$ cat config.mk
export PLATFORM = sky130hd
export DESIGN_NAME = nav_state_packet_formatter
export DESIGN_NICKNAME = d
export VERILOG_FILES = /design/src/nav_pkt_pkg.sv /design/src/nav_state_packet_formatter.sv /design/src/pay_mem.sv
export VERILOG_INCLUDE_DIRS = /design/src
export SDC_FILE = /design/constraint.sdc
export NUM_CORES = 1
export LEC_CHECK = 0
export BUFFER_PORTS_ARGS = -buffer_cell sky130_fd_sc_hd__buf_2
export CAP_MARGIN = 20
export CORE_ASPECT_RATIO = 0.5
export CORE_MARGIN = 8
export CORE_UTILIZATION = 44
export CTS_BUF_LIST = sky130_fd_sc_hd__clkbuf_8 sky130_fd_sc_hd__clkbuf_16
export DETAILED_ROUTE_END_ITERATION = 8
export PLACE_DENSITY = 0.72
export SYNTH_ARGS = -nofsm -noshare
export SYNTH_HDL_FRONTEND = slang
export SYNTH_HIERARCHICAL = 1
export SYNTH_SLANG_ARGS = --single-unit
$ cat constraint.sdc
create_clock -name clk_sys -period 5.3 [get_ports clk_sys]
set_input_delay 1.06 -clock clk_sys [delete_from_list [all_inputs] [get_ports clk_sys]]
set_output_delay 1.06 -clock clk_sys [all_outputs]
set_load 0.03 [all_outputs]
$ cat src/nav_pkt_regs.svh
// Purpose: Named constants for the navigation state packet formatter.
// Assumes: Payload bytes are numbered from zero in transmit order.
// Notes: Definitions only.
`ifndef NAV_PKT_REGS_SVH
`define NAV_PKT_REGS_SVH
// Packet identifiers
`define ID_EPOCH 8'h15
`define ID_CAL 8'h16
`define ID_STAT 8'h17
`define ID_POSDEV 8'h18
`define ID_VELDEV 8'h19
`define ID_ORIDEV 8'h1A
// Payload lengths in bytes
`define LEN_EPOCH 8'h08
`define LEN_CAL 8'h0E
`define LEN_STAT 8'h04
`define LEN_DEV 8'h0C
// Field ranges
`define USEC_MAX 32'h000F423F
`define YDAY_MAX 16'h016D
`define MONTH_MAX 8'h0B
`define MDAY_MAX 8'h1F
`define WDAY_MAX 8'h06
`define HOUR_MAX 8'h17
`define MINSEC_MAX 8'h3B
// Payload store depth and selector width, and number of packet kinds
`define PAY_DEPTH 16
`define PAY_AW 4
`define NUM_KINDS 6
`endif

$ cat src/nav_pkt_pkg.sv
// Purpose: Types shared by the formatter files.
// Assumes: Nothing beyond the constants header.
// Notes: Holds types only.
`default_nettype none
package nav_pkt_pkg;
  typedef enum logic [2:0] {KIND_EPOCH, KIND_CAL, KIND_STAT, KIND_POSDEV, KIND_VELDEV,
    KIND_ORIDEV} kind_e;
  typedef enum logic [1:0] {ST_IDLE, ST_LOAD, ST_SEND} state_e;
  typedef logic [7:0] byte_t;
endpackage
`default_nettype wire

$ cat src/nav_state_packet_formatter.sv
// Purpose: Builds payloads of six fixed-length navigation state packets as a byte stream.
// Assumes: Field values come from logic on clk_sys; framing and checksum lie downstream.
// Notes: Time fields except unixSeconds and year are out-of-range clamped; multi-byte fields go least significant byte first.
`timescale 1ns/1ps
`default_nettype none
`include "nav_pkt_regs.svh"
module nav_state_packet_formatter (
  // Clock, reset, enable
  input wire logic clk_sys,
  input wire logic rst_n,
  input wire logic clkEn,
  // Packet request
  input wire logic reqValid,
  input wire logic [2:0] reqKind,
  output logic reqReady,
  // Time fields
  input wire logic [31:0] unixSeconds,
  input wire logic [31:0] microSeconds,
  input wire logic [15:0] year,
  input wire logic [15:0] yearDay,
  input wire logic [7:0] month,
  input wire logic [7:0] monthDay,
  input wire logic [7:0] weekDay,
  input wire logic [7:0] hour,
  input wire logic [7:0] minute,
  input wire logic [7:0] second,
  // Status words
  input wire logic [15:0] systemStatus,
  input wire logic [15:0] filterStatus,
  // Deviation floats, three per packet
  input wire logic [31:0] posDev [3],
  input wire logic [31:0] velDev [3],
  input wire logic [31:0] oriDev [3],
  // Payload byte stream
  output logic pktStart,
  output logic [7:0] pktId,
  output logic [7:0] pktLen,
  output logic outValid,
  output logic [7:0] outData,
  output logic outLast,
  input wire logic outReady
);
  typedef struct packed {
    nav_pkt_pkg::state_e st;
    logic [`PAY_AW-1:0] cnt;
    logic [7:0] len;
    logic [7:0] id;
    logic start;
    logic vld;
  } fmt_s;

  fmt_s cur_r, cur_nxt;
  logic [7:0] image [`PAY_DEPTH];
  logic [`PAY_AW-1:0] rdAddr;
  logic [7:0] memData;
  logic wrEn;
  logic [7:0] snap_r [`PAY_DEPTH];
  logic [7:0] snapByte;

  // Clamp helper keeps each one-byte calendar field inside its documented range
  function automatic logic [7:0] lim8(input logic [7:0] v, input logic [7:0] lo,
                                       input logic [7:0] hi);
    lim8 = (v < lo) ? lo : ((v > hi) ? hi : v);
  endfunction

  // Byte image of the selected packet, low byte first
  always_comb begin
    logic [31:0] usec;
    logic [15:0] yday;
    usec = (microSeconds > `USEC_MAX) ? `USEC_MAX : microSeconds;
    yday = (yearDay > `YDAY_MAX) ? `YDAY_MAX : yearDay;
    for (int i = 0; i < `PAY_DEPTH; i++) begin
      image[i] = 8'h00;
    end
    case (nav_pkt_pkg::kind_e'(reqKind))
      nav_pkt_pkg::KIND_EPOCH: begin
        for (int b = 0; b < 4; b++) begin
          image[b] = unixSeconds[8*b +: 8];
          image[4+b] = usec[8*b +: 8];
        end
      end
      nav_pkt_pkg::KIND_CAL: begin
        for (int b = 0; b < 4; b++) begin
          image[b] = usec[8*b +: 8];
        end
        for (int b = 0; b < 2; b++) begin
          image[4+b] = year[8*b +: 8];
          image[6+b] = yday[8*b +: 8];
        end
        image[8] = lim8(month, 8'h00, `MONTH_MAX);
        image[9] = lim8(monthDay, 8'h01, `MDAY_MAX);
        image[10] = lim8(weekDay, 8'h00, `WDAY_MAX);
        image[11] = lim8(hour, 8'h00, `HOUR_MAX);
        image[12] = lim8(minute, 8'h00, `MINSEC_MAX);
        image[13] = lim8(second, 8'h00, `MINSEC_MAX);
      end
      nav_pkt_pkg::KIND_STAT: begin
        for (int b = 0; b < 2; b++) begin
          image[b] = systemStatus[8*b +: 8];
          image[2+b] = filterStatus[8*b +: 8];
        end
      end
      nav_pkt_pkg::KIND_POSDEV, nav_pkt_pkg::KIND_VELDEV, nav_pkt_pkg::KIND_ORIDEV: begin
        for (int f = 0; f < 3; f++) begin
          for (int b = 0; b < 4; b++) begin
            if (reqKind == 3'(nav_pkt_pkg::KIND_POSDEV)) begin
              image[4*f+b] = posDev[f][8*b +: 8];
            end else if (reqKind == 3'(nav_pkt_pkg::KIND_VELDEV)) begin
              image[4*f+b] = velDev[f][8*b +: 8];
            end else begin
              image[4*f+b] = oriDev[f][8*b +: 8];
            end
          end
        end
      end
      default: begin
        image[0] = 8'h00;
      end
    endcase
  end

  // Identifier and length per kind
  logic [7:0] kindId, kindLen;
  always_comb begin
    case (nav_pkt_pkg::kind_e'(reqKind))
      nav_pkt_pkg::KIND_EPOCH: begin kindId = `ID_EPOCH; kindLen = `LEN_EPOCH; end
      nav_pkt_pkg::KIND_CAL: begin kindId = `ID_CAL; kindLen = `LEN_CAL; end
      nav_pkt_pkg::KIND_STAT: begin kindId = `ID_STAT; kindLen = `LEN_STAT; end
      nav_pkt_pkg::KIND_POSDEV: begin kindId = `ID_POSDEV; kindLen = `LEN_DEV; end
      nav_pkt_pkg::KIND_VELDEV: begin kindId = `ID_VELDEV; kindLen = `LEN_DEV; end
      nav_pkt_pkg::KIND_ORIDEV: begin kindId = `ID_ORIDEV; kindLen = `LEN_DEV; end
      default: begin kindId = 8'h00; kindLen = 8'h00; end
    endcase
  end

  // Payload store: snapshot written in ST_LOAD, one byte per cycle
  assign wrEn = (cur_r.st == nav_pkt_pkg::ST_LOAD);
  pay_mem uMem (
    .clk_sys(clk_sys),
    .rst_n(rst_n),
    .clkEn(clkEn),
    .wrEn(wrEn),
    .wrAddr(cur_r.cnt),
    .wrData(snapByte),
    .rdAddr(rdAddr),
    .rdData(memData)
  );

  // Snapshot of the image taken at acceptance so fields stay coherent
  assign snapByte = snap_r[cur_r.cnt];
  always_ff @(posedge clk_sys or negedge rst_n) begin
    if (!rst_n) begin
      for (int i = 0; i < `PAY_DEPTH; i++) begin
        snap_r[i] <= 8'h00;
      end
    end else if (clkEn && reqValid && reqReady) begin
      for (int i = 0; i < `PAY_DEPTH; i++) begin
        snap_r[i] <= image[i];
      end
    end
  end

  // Read address runs one ahead of the byte on the output when it advances, else stays on that byte
  logic advance;
  assign advance = cur_r.vld && outReady;
  assign rdAddr = advance ? cur_r.cnt + `PAY_AW'(1) : cur_r.cnt;

  // Sequencer
  always_comb begin
    cur_nxt = cur_r;
    cur_nxt.start = 1'b0;
    case (cur_r.st)
      nav_pkt_pkg::ST_IDLE: begin
        if (reqValid && kindLen != 8'h00) begin
          cur_nxt.st = nav_pkt_pkg::ST_LOAD;
          cur_nxt.cnt = '0;
          cur_nxt.id = kindId;
          cur_nxt.len = kindLen;
        end
      end
      nav_pkt_pkg::ST_LOAD: begin
        if (8'(cur_r.cnt) == cur_r.len - 8'h01) begin
          cur_nxt.st = nav_pkt_pkg::ST_SEND;
          cur_nxt.cnt = '0;
          cur_nxt.start = 1'b1;
        end else begin
          cur_nxt.cnt = cur_r.cnt + `PAY_AW'(1);
        end
      end
      nav_pkt_pkg::ST_SEND: begin
        if (!cur_r.vld) begin
          cur_nxt.vld = 1'b1; // Read data now valid for byte 0
        end else if (outReady) begin
          if (8'(cur_r.cnt) == cur_r.len - 8'h01) begin
            cur_nxt.vld = 1'b0;
            cur_nxt.st = nav_pkt_pkg::ST_IDLE;
          end else begin
            cur_nxt.cnt = cur_r.cnt + `PAY_AW'(1);
          end
        end
      end
      default: cur_nxt.st = nav_pkt_pkg::ST_IDLE;
    endcase
  end

  always_ff @(posedge clk_sys or negedge rst_n) begin
    if (!rst_n) begin
      cur_r <= '{st: nav_pkt_pkg::ST_IDLE, default: '0};
    end else if (clkEn) begin
      cur_r <= cur_nxt;
    end
  end

  // Outputs; handshake is combinational, data from flip-flops
  assign reqReady = (cur_r.st == nav_pkt_pkg::ST_IDLE);
  assign pktStart = cur_r.start;
  assign pktId = cur_r.id;
  assign pktLen = cur_r.len;
  assign outValid = cur_r.vld;
  assign outData = memData;
  assign outLast = cur_r.vld && (8'(cur_r.cnt) == cur_r.len - 8'h01);

  chk_epoch_id_len: assert property (@(posedge clk_sys) disable iff (!rst_n)
    (reqValid && reqReady && clkEn && reqKind == 3'h0) |=> (pktId == 8'h15 && pktLen == 8'h08))
    else $error("epoch id or length wrong");
  chk_cal_id_len: assert property (@(posedge clk_sys) disable iff (!rst_n)
    (reqValid && reqReady && clkEn && reqKind == 3'h1) |=> (pktId == 8'h16 && pktLen == 8'h0E))
    else $error("calendar id or length wrong");
  chk_stat_id_len: assert property (@(posedge clk_sys) disable iff (!rst_n)
    (reqValid && reqReady && clkEn && reqKind == 3'h2) |=> (pktId == 8'h17 && pktLen == 8'h04))
    else $error("status id or length wrong");
  chk_dev_len: assert property (@(posedge clk_sys) disable iff (!rst_n)
    (reqValid && reqReady && clkEn && reqKind > 3'h2 && reqKind < 3'h6) |=>
    (pktLen == 8'h0C && pktId == 8'h15 + 8'($past(reqKind))))
    else $error("deviation id or length wrong");
  chk_usec_range: assert property (@(posedge clk_sys) disable iff (!rst_n)
    (reqKind == 3'h0) |-> ({image[7], image[6], image[5], image[4]} <= 32'h000F423F))
    else $error("microseconds out of range");
  chk_month_range: assert property (@(posedge clk_sys) disable iff (!rst_n)
    (reqKind == 3'h1) |-> (image[8] <= 8'h0B && image[9] >= 8'h01 && image[9] <= 8'h1F))
    else $error("month fields out of range");
  chk_clock_range: assert property (@(posedge clk_sys) disable iff (!rst_n)
    (reqKind == 3'h1) |-> (image[10] <= 8'h06 && image[11] <= 8'h17 && image[13] <= 8'h3B))
    else $error("clock fields out of range");
  chk_status_order: assert property (@(posedge clk_sys) disable iff (!rst_n)
    (reqKind == 3'h2) |-> ({image[1], image[0]} == systemStatus && image[2] == filterStatus[7:0]))
    else $error("status bytes misplaced");
  chk_out_hold: assert property (@(posedge clk_sys) disable iff (!rst_n)
    (outValid && !outReady && clkEn) |=> (outValid && $stable(outData)))
    else $error("byte dropped under stall");
endmodule // nav_state_packet_formatter
`default_nettype wire

$ cat src/pay_mem.sv
// Purpose: Small payload byte store with registered read data.
// Assumes: One write and one read port on clk_sys.
// Notes: Read data appear one enabled cycle after the address.
`timescale 1ns/1ps
`default_nettype none
`include "nav_pkt_regs.svh"
module pay_mem (
  // Clock and reset
  input wire logic clk_sys,
  input wire logic rst_n,
  input wire logic clkEn,
  // Write side
  input wire logic wrEn,
  input wire logic [`PAY_AW-1:0] wrAddr,
  input wire logic [7:0] wrData,
  // Read side
  input wire logic [`PAY_AW-1:0] rdAddr,
  output logic [7:0] rdData
);
  logic [7:0] mem [`PAY_DEPTH];
  // Storage has no reset; only the read register is cleared
  always_ff @(posedge clk_sys) begin
    if (clkEn && wrEn) begin
      mem[wrAddr] <= wrData;
    end
  end
  // Registered read port
  always_ff @(posedge clk_sys or negedge rst_n) begin
    if (!rst_n) begin
      rdData <= 8'h00;
    end else if (clkEn) begin
      rdData <= mem[rdAddr];
    end
  end
endmodule // pay_mem
`default_nettype wire

## After elaboration in Yosys (flattened, before gate mapping)

Memory sizes are Yosys's and may differ from the RTL's. A register that Yosys moved wholly into a read port is not among the register bits.
Index checks and enable logic that the tools add are counted.
W data, S select, Z words.

- Equality and inequality tests: 14
- $lt $le $gt $ge: 15
- Reductions and logical operators: 16
- Bitwise logic cells: 1
- Mux-type cells: 65
- Add/subtract/negate cells: 2

Operators with widths:

| kind | count |
|---|---|
| $mux W8 | 38 |
| $pmux W24 S4 | 1 |
| $pmux W32 S3 | 1 |
| $pmux W32 S2 | 1 |
| $lt A8 B1 Y1 const B | 6 |
| $bmux W8 S4 | 1 |
| $gt A32 B20 Y1 const B | 1 |
| $mux W16 | 2 |
| $mux W32 | 1 |
| $pmux W8 S4 | 1 |
| $pmux W5 S6 | 1 |
| $mux W22 | 1 |
| $gt A16 B9 Y1 const B | 1 |
| $gt A8 B5 Y1 const B | 2 |
| $gt A8 B6 Y1 const B | 2 |
| $pmux W4 S4 | 1 |
| $mux W4 | 3 |
| $mux W6 | 2 |
| $pmux W4 S3 | 1 |
| $reduce_and A6 Y1 | 2 |
| $ne A2 B2 Y1 const B | 5 |
| $eq A4 B8 Y1 | 1 |
| $gt A8 B3 Y1 const B | 1 |
| $gt A8 B4 Y1 const B | 1 |
| other kinds (22) | 36 |

- Word-level logic and storage cells: 134
- RAM bits: 128
- Output and inout bits: 28
- Memories: 1
- Bits in registers: 136
- Input bits: 472

Memory list:

| memory | words | width | read ports | clocked after Yosys merged registers in | wr ports | line | text |
|---|---|---|---|---|---|---|---|
| uMem.mem | 16 | 8 | 1 | 1 | 1 | pay_mem.sv:20 | `` logic [7:0] mem [`PAY_DEPTH]; `` |

## Longest topological paths before layout

- Depth in word-level cells: 7
- Gate-level depth with buffers: 11
- Mapped depth without buffers: 8

## Cells and area by module

Netlist, hierarchy kept.

By module, submodules not included:

| module | sequential area each (um^2) | area an instance (um^2) | times used | cells an instance |
|---|---|---|---|---|
| nav_state_packet_formatter | 3,203.1 | 9,545.4 | 1 | 1,051 |
| pay_mem | 4,043.9 | 5,336.4 | 1 | 241 |

## Least setup slack after synthesis

No wires, ideal clock.

- Path kind: register -> output
- Start point: register cur_r, in the netlist pktLen[1]
- End point: output port outLast
- Buffers on the path: 0
- Stages on the path, launching flop included: 8
- Data required time: 4.240 ns
- Arrival: 1.799 ns
- Setup slack: 2.441 ns
- Cell sequence: dfrtp_1 > inv_1 > ha_1 > ha_1 > nor2b_1 > o2111ai_2 > or2_4 > nor2_1

- Word-level cells in the longest chain between the ends: 3

Ends and longest elaborated chain:

| what | line | text |
|---|---|---|
| from (decl) | nav_state_packet_formatter.sv:52 | `fmt_s cur_r, cur_nxt;` |
| from (signal assigned) | nav_state_packet_formatter.sv:210 | `cur_r <= cur_nxt;` |
| $sub A8 B1 Y8 | nav_state_packet_formatter.sv:221 | `assign outLast = cur_r.vld && (8'(cur_r.cnt) == cur_r.len - 8'h01);` |
| $eq A4 B8 Y1 | nav_state_packet_formatter.sv:221 |  |
| $logic_and A1 B1 Y1 | nav_state_packet_formatter.sv:221 |  |
| to (decl) | nav_state_packet_formatter.sv:40 | `output logic outLast,` |

Every way passes these cells.

## Worst setup path in the final report

- Start point: register cur_r[19] (netlist bit)
- End point: output port outLast

- Word-level cells in the longest chain between the ends: 2

Ends and longest elaborated chain:

| what | line |
|---|---|
| $eq A4 B8 Y1 | nav_state_packet_formatter.sv:221 |
| $logic_and A1 B1 Y1 | nav_state_packet_formatter.sv:221 |

Every way passes these cells.

==> results.yml <==
clock_tree:
  root_buffer: "clkbuf_16"
  numCtsBuffers: 25
  cts.clk_slew.worst_paths_ns: 0.07
  clkLatencyLatePin_ns: 0.55
  cts_tree: "built"
  clock_path_buffers: 3
  postCtsResizedCells: 0
  cts_hold_buf: 0
  clkSinkCount: 264
  post_cts_buffers: 0
  htree_levels: 1
floorplanning:
  die_h_um: 146
  die_area_um2: 40300
  fp.dieW_um: 276
  row_count: 47
  initial_core_util_pct: 44.9
  io_pins: 500
  core_um2: 33200
worst_setup_path:
  r2r_cells: 8
  arrival_ns: 2.68
  rr_endpoint: "uMem/rdData[6]"
  start_kind: "flip-flop"
  crit_fanout: 22
  r2r_setup_slack_ns: 1.93
  critical_path_class: "flip-flop to output port"
  end_kind: "output port"
  r2r_start: "cur_r[19]"
  worstPathRequired_ns: 4.24
routing:
  first_pass_iters: 5
  antenna_left: 0
  drt_iter0_drc: 1358
  avgViaCountPerCell: 5.82
  drc: 0
  wirelength_um: 52700
  wl_per_cell_um: 24.1
  vias: 12740
pwr:
  ir_worst_vdd_uv: 241
  power_mw: 7.82
  pwr-share-clk_pct: 22.8
  pwr-share-seq_pct: 41.6
  switching_share_pct: 35.1
  power_leakage_nw: 7.63
  p_comb_share_pct: 35.6
  power.switching_mw: 2.74
  p_int_mw: 5.08
  power_density_nw_per_um2: 426
place:
  io_buffers: 491
  place_hpwl_um: 40600
  gp_congestion: 0.958
  placedInstanceArea_um2: 17500
sta:
  fmax_ghz: 0.268
  fin_worst_skew_ns: 0.0253
  setup_tns_ns: 0
  fin_crit_ns: 3.74
  post-route-period-util_pct: 70.5
  rsz0062_at_grt: "false"
  setup_viol: 0
  slew_headroom_pct: 24.7
  drv_slew: 0
  worstMarginPinSlew_ns: 1.13
  finalHoldViolations: 0
yosys:
  yosysTopAreaCell: "edfxtp_1"
  syn_area_per_cell_um2: 11.5
  ys_warn_count: 6
  synth_area_um2: 14900
  synth_top_flop_cell: "dfrtp_1"
  ys_async_sr_fraction_pct: 51.5
  netlist.area_leader.share_pct: 25.8
  synthCells: 1292
  synth-edff-count: 128
  ys_ff_latch: 264
  seq_area_frac_synth_pct: 48.7
  synth_area_leaders: "edfxtp_1, dfrtp_1, mux4_2, mux2i_1, o21ai_0"
  synth_cell_types: 73
hold_path:
  min_to: "pktId[4]"
  hold_path_class: "flip-flop to flip-flop"
  hold_depth: 1
  hp-start: "pktId[4]"
layout:
  multi_input_area_um2: 6950
  drive_gt1_share_pct: 40.5
  stdcell_area_um2: 18400
  fill_cells: 2894
  regArea_um2: 7250
  nets: 2203
  syn_to_final_growth_pct: 23.5
global_routing:
  antenna_found_initial: 4
  grt.overflow.total: 0
  track_usage_pct: 24.7
  grt_pass1_wl_um: 78300
  grt_pass1_vias: 12756
  grt_max_degree: 103
run:
  max-cap-violations: 0
outcome:
  status: "complete, no violations"
==> metal layers <==
layer	share of wire [%]	track usage (%)	vias to the layer above
met4	1.9	4.64	0
met3	7.0	4.10	82
li1	-	-	5839
met1	42	33.7	6244
met5	0	0	-
met2	49	41.6	575
==> cells by family (layout without fill, tap and decap cells) <==
logic type	count (synthesis)	in the layout	share of synthesized area, %
multiplexers	205	205	18.8
buffers and inverters	143	587	5.11
AND/OR/NAND/NOR	273	273	8.26
other	1	13	0.0252
adder cells (fa/ha/maj)	6	6	0.504
AO/OA/AOI/OAI	394	394	18.2
flip-flops	264	264	48.7
XOR/XNOR	6	6	0.404
==> worst max path at each step <==
| stage | depth (start not counted) | end | from | slack [ns] |
|---|---|---|---|---|
| floorplan | 7 | outLast | pktLen[1] | 2.44 |
| global placement | 7 | snap_r[36] | reqKind[2] | 1.81 |
| detailed placement | 7 | snap_r[36] | reqKind[2] | 1.74 |
| CTS | 5 | outLast | cur_r[19] | 1.53 |
| global route | 5 | outLast | cur_r[19] | 1.46 |
| finish | 5 | outLast | cur_r[19] | 1.56 |
==> synth_stat cells (4+ instances only) <==
cell	number
a221oi_2	8
buf_4	30
o21ai_0	133
nand2_1	115
a21oi_1	54
o41ai_2	4
nor3_1	17
and2_1	5
mux4_1	6
mux2_2	59
a22oi_1	64
xnor2_1	5
mux4_2	46
o211ai_1	4
o22ai_1	18
edfxtp_1	128
a31oi_1	7
or2_2	7
o21a_1	14
nor2b_1	5
buf_2	27
a22o_1	6
nand3_1	10
inv_1	19
mux2i_1	93
buf_6	6
ha_1	6
a221o_1	4
dfrtp_1	136
nor4_1	8
clkbuf_1	47
nor2_1	78
buf_1	12
o221ai_1	42
nand2b_1	12
a222oi_1	6
a221oi_1	4
==> power groups by stage <==
| stage | Combinational [mW] | Clock [mW] | Sequential (mW) |
|---|---|---|---|
| detailed placement | 2.72 | 0 | 3.29 |
| CTS | 2.73 | 1.82 | 3.26 |
| floorplan | 1.92 | 0 | 3.18 |
| global placement | 2.64 | 0 | 3.29 |
| global route | 3.03 | 1.89 | 3.30 |
| finish | 2.79 | 1.78 | 3.25 |
==> area by class of cell <==
type | count | share of cell area, %
flip-flops and latches | 264 | 39.4
multi-input cells | 892 | 37.8
repair buffers | 523 | 14.8
clock buffers | 31 | 3.85
well taps | 441 | 3.00
clock inverters | 14 | 0.599
inverters | 19 | 0.388
diodes | 5 | 0.0681
==> registers in the layout, indices dropped and copies added, names as in the netlist <==
register	flops
outValid	1
pktStart	1
uMem/rdData	8
pktId	5
snap_r	112
cur_r	6
uMem/mem	128
pktLen	3
==> per-stage QoR <==
| step | hold slack [ns] | util (%) | setup slack [ns] | cells |
|---|---|---|---|---|
| floorplan | 0.436 | - | 2.44 | 1299 |
| global placement | 0.453 | 52.7 | 1.81 | 2130 |
| detailed placement | 0.447 | 52.8 | 1.74 | 2133 |
| CTS | 0.466 | 55.3 | 1.53 | 2178 |
| global route | 0.497 | 55.4 | 1.46 | 2188 |
| finish | 0.464 | 55.4 | 1.56 | 2189 |
==> critical path: stages (launching register included) <==
cell,delay [ns]
dfrtp_1,0.99
o21a_1,0.24
o2111ai_2,0.18
or2_4,0.31
nor2_1,0.16
buf_2,0.24
==> cell usage in the layout, fill, tap and decap left out, types with 54 or more instances in the layout <==
master	synthesis	layout
a21oi_1	54	54
a22oi_1	64	64
buf_2	27	489
dfrtp_1	136	135
edfxtp_1	128	128
mux2_2	59	59
mux2i_1	93	93
nand2_1	115	115
nor2_1	78	77
o21ai_0	133	129
No activity file was read; power rests on OpenSTA's default activity.
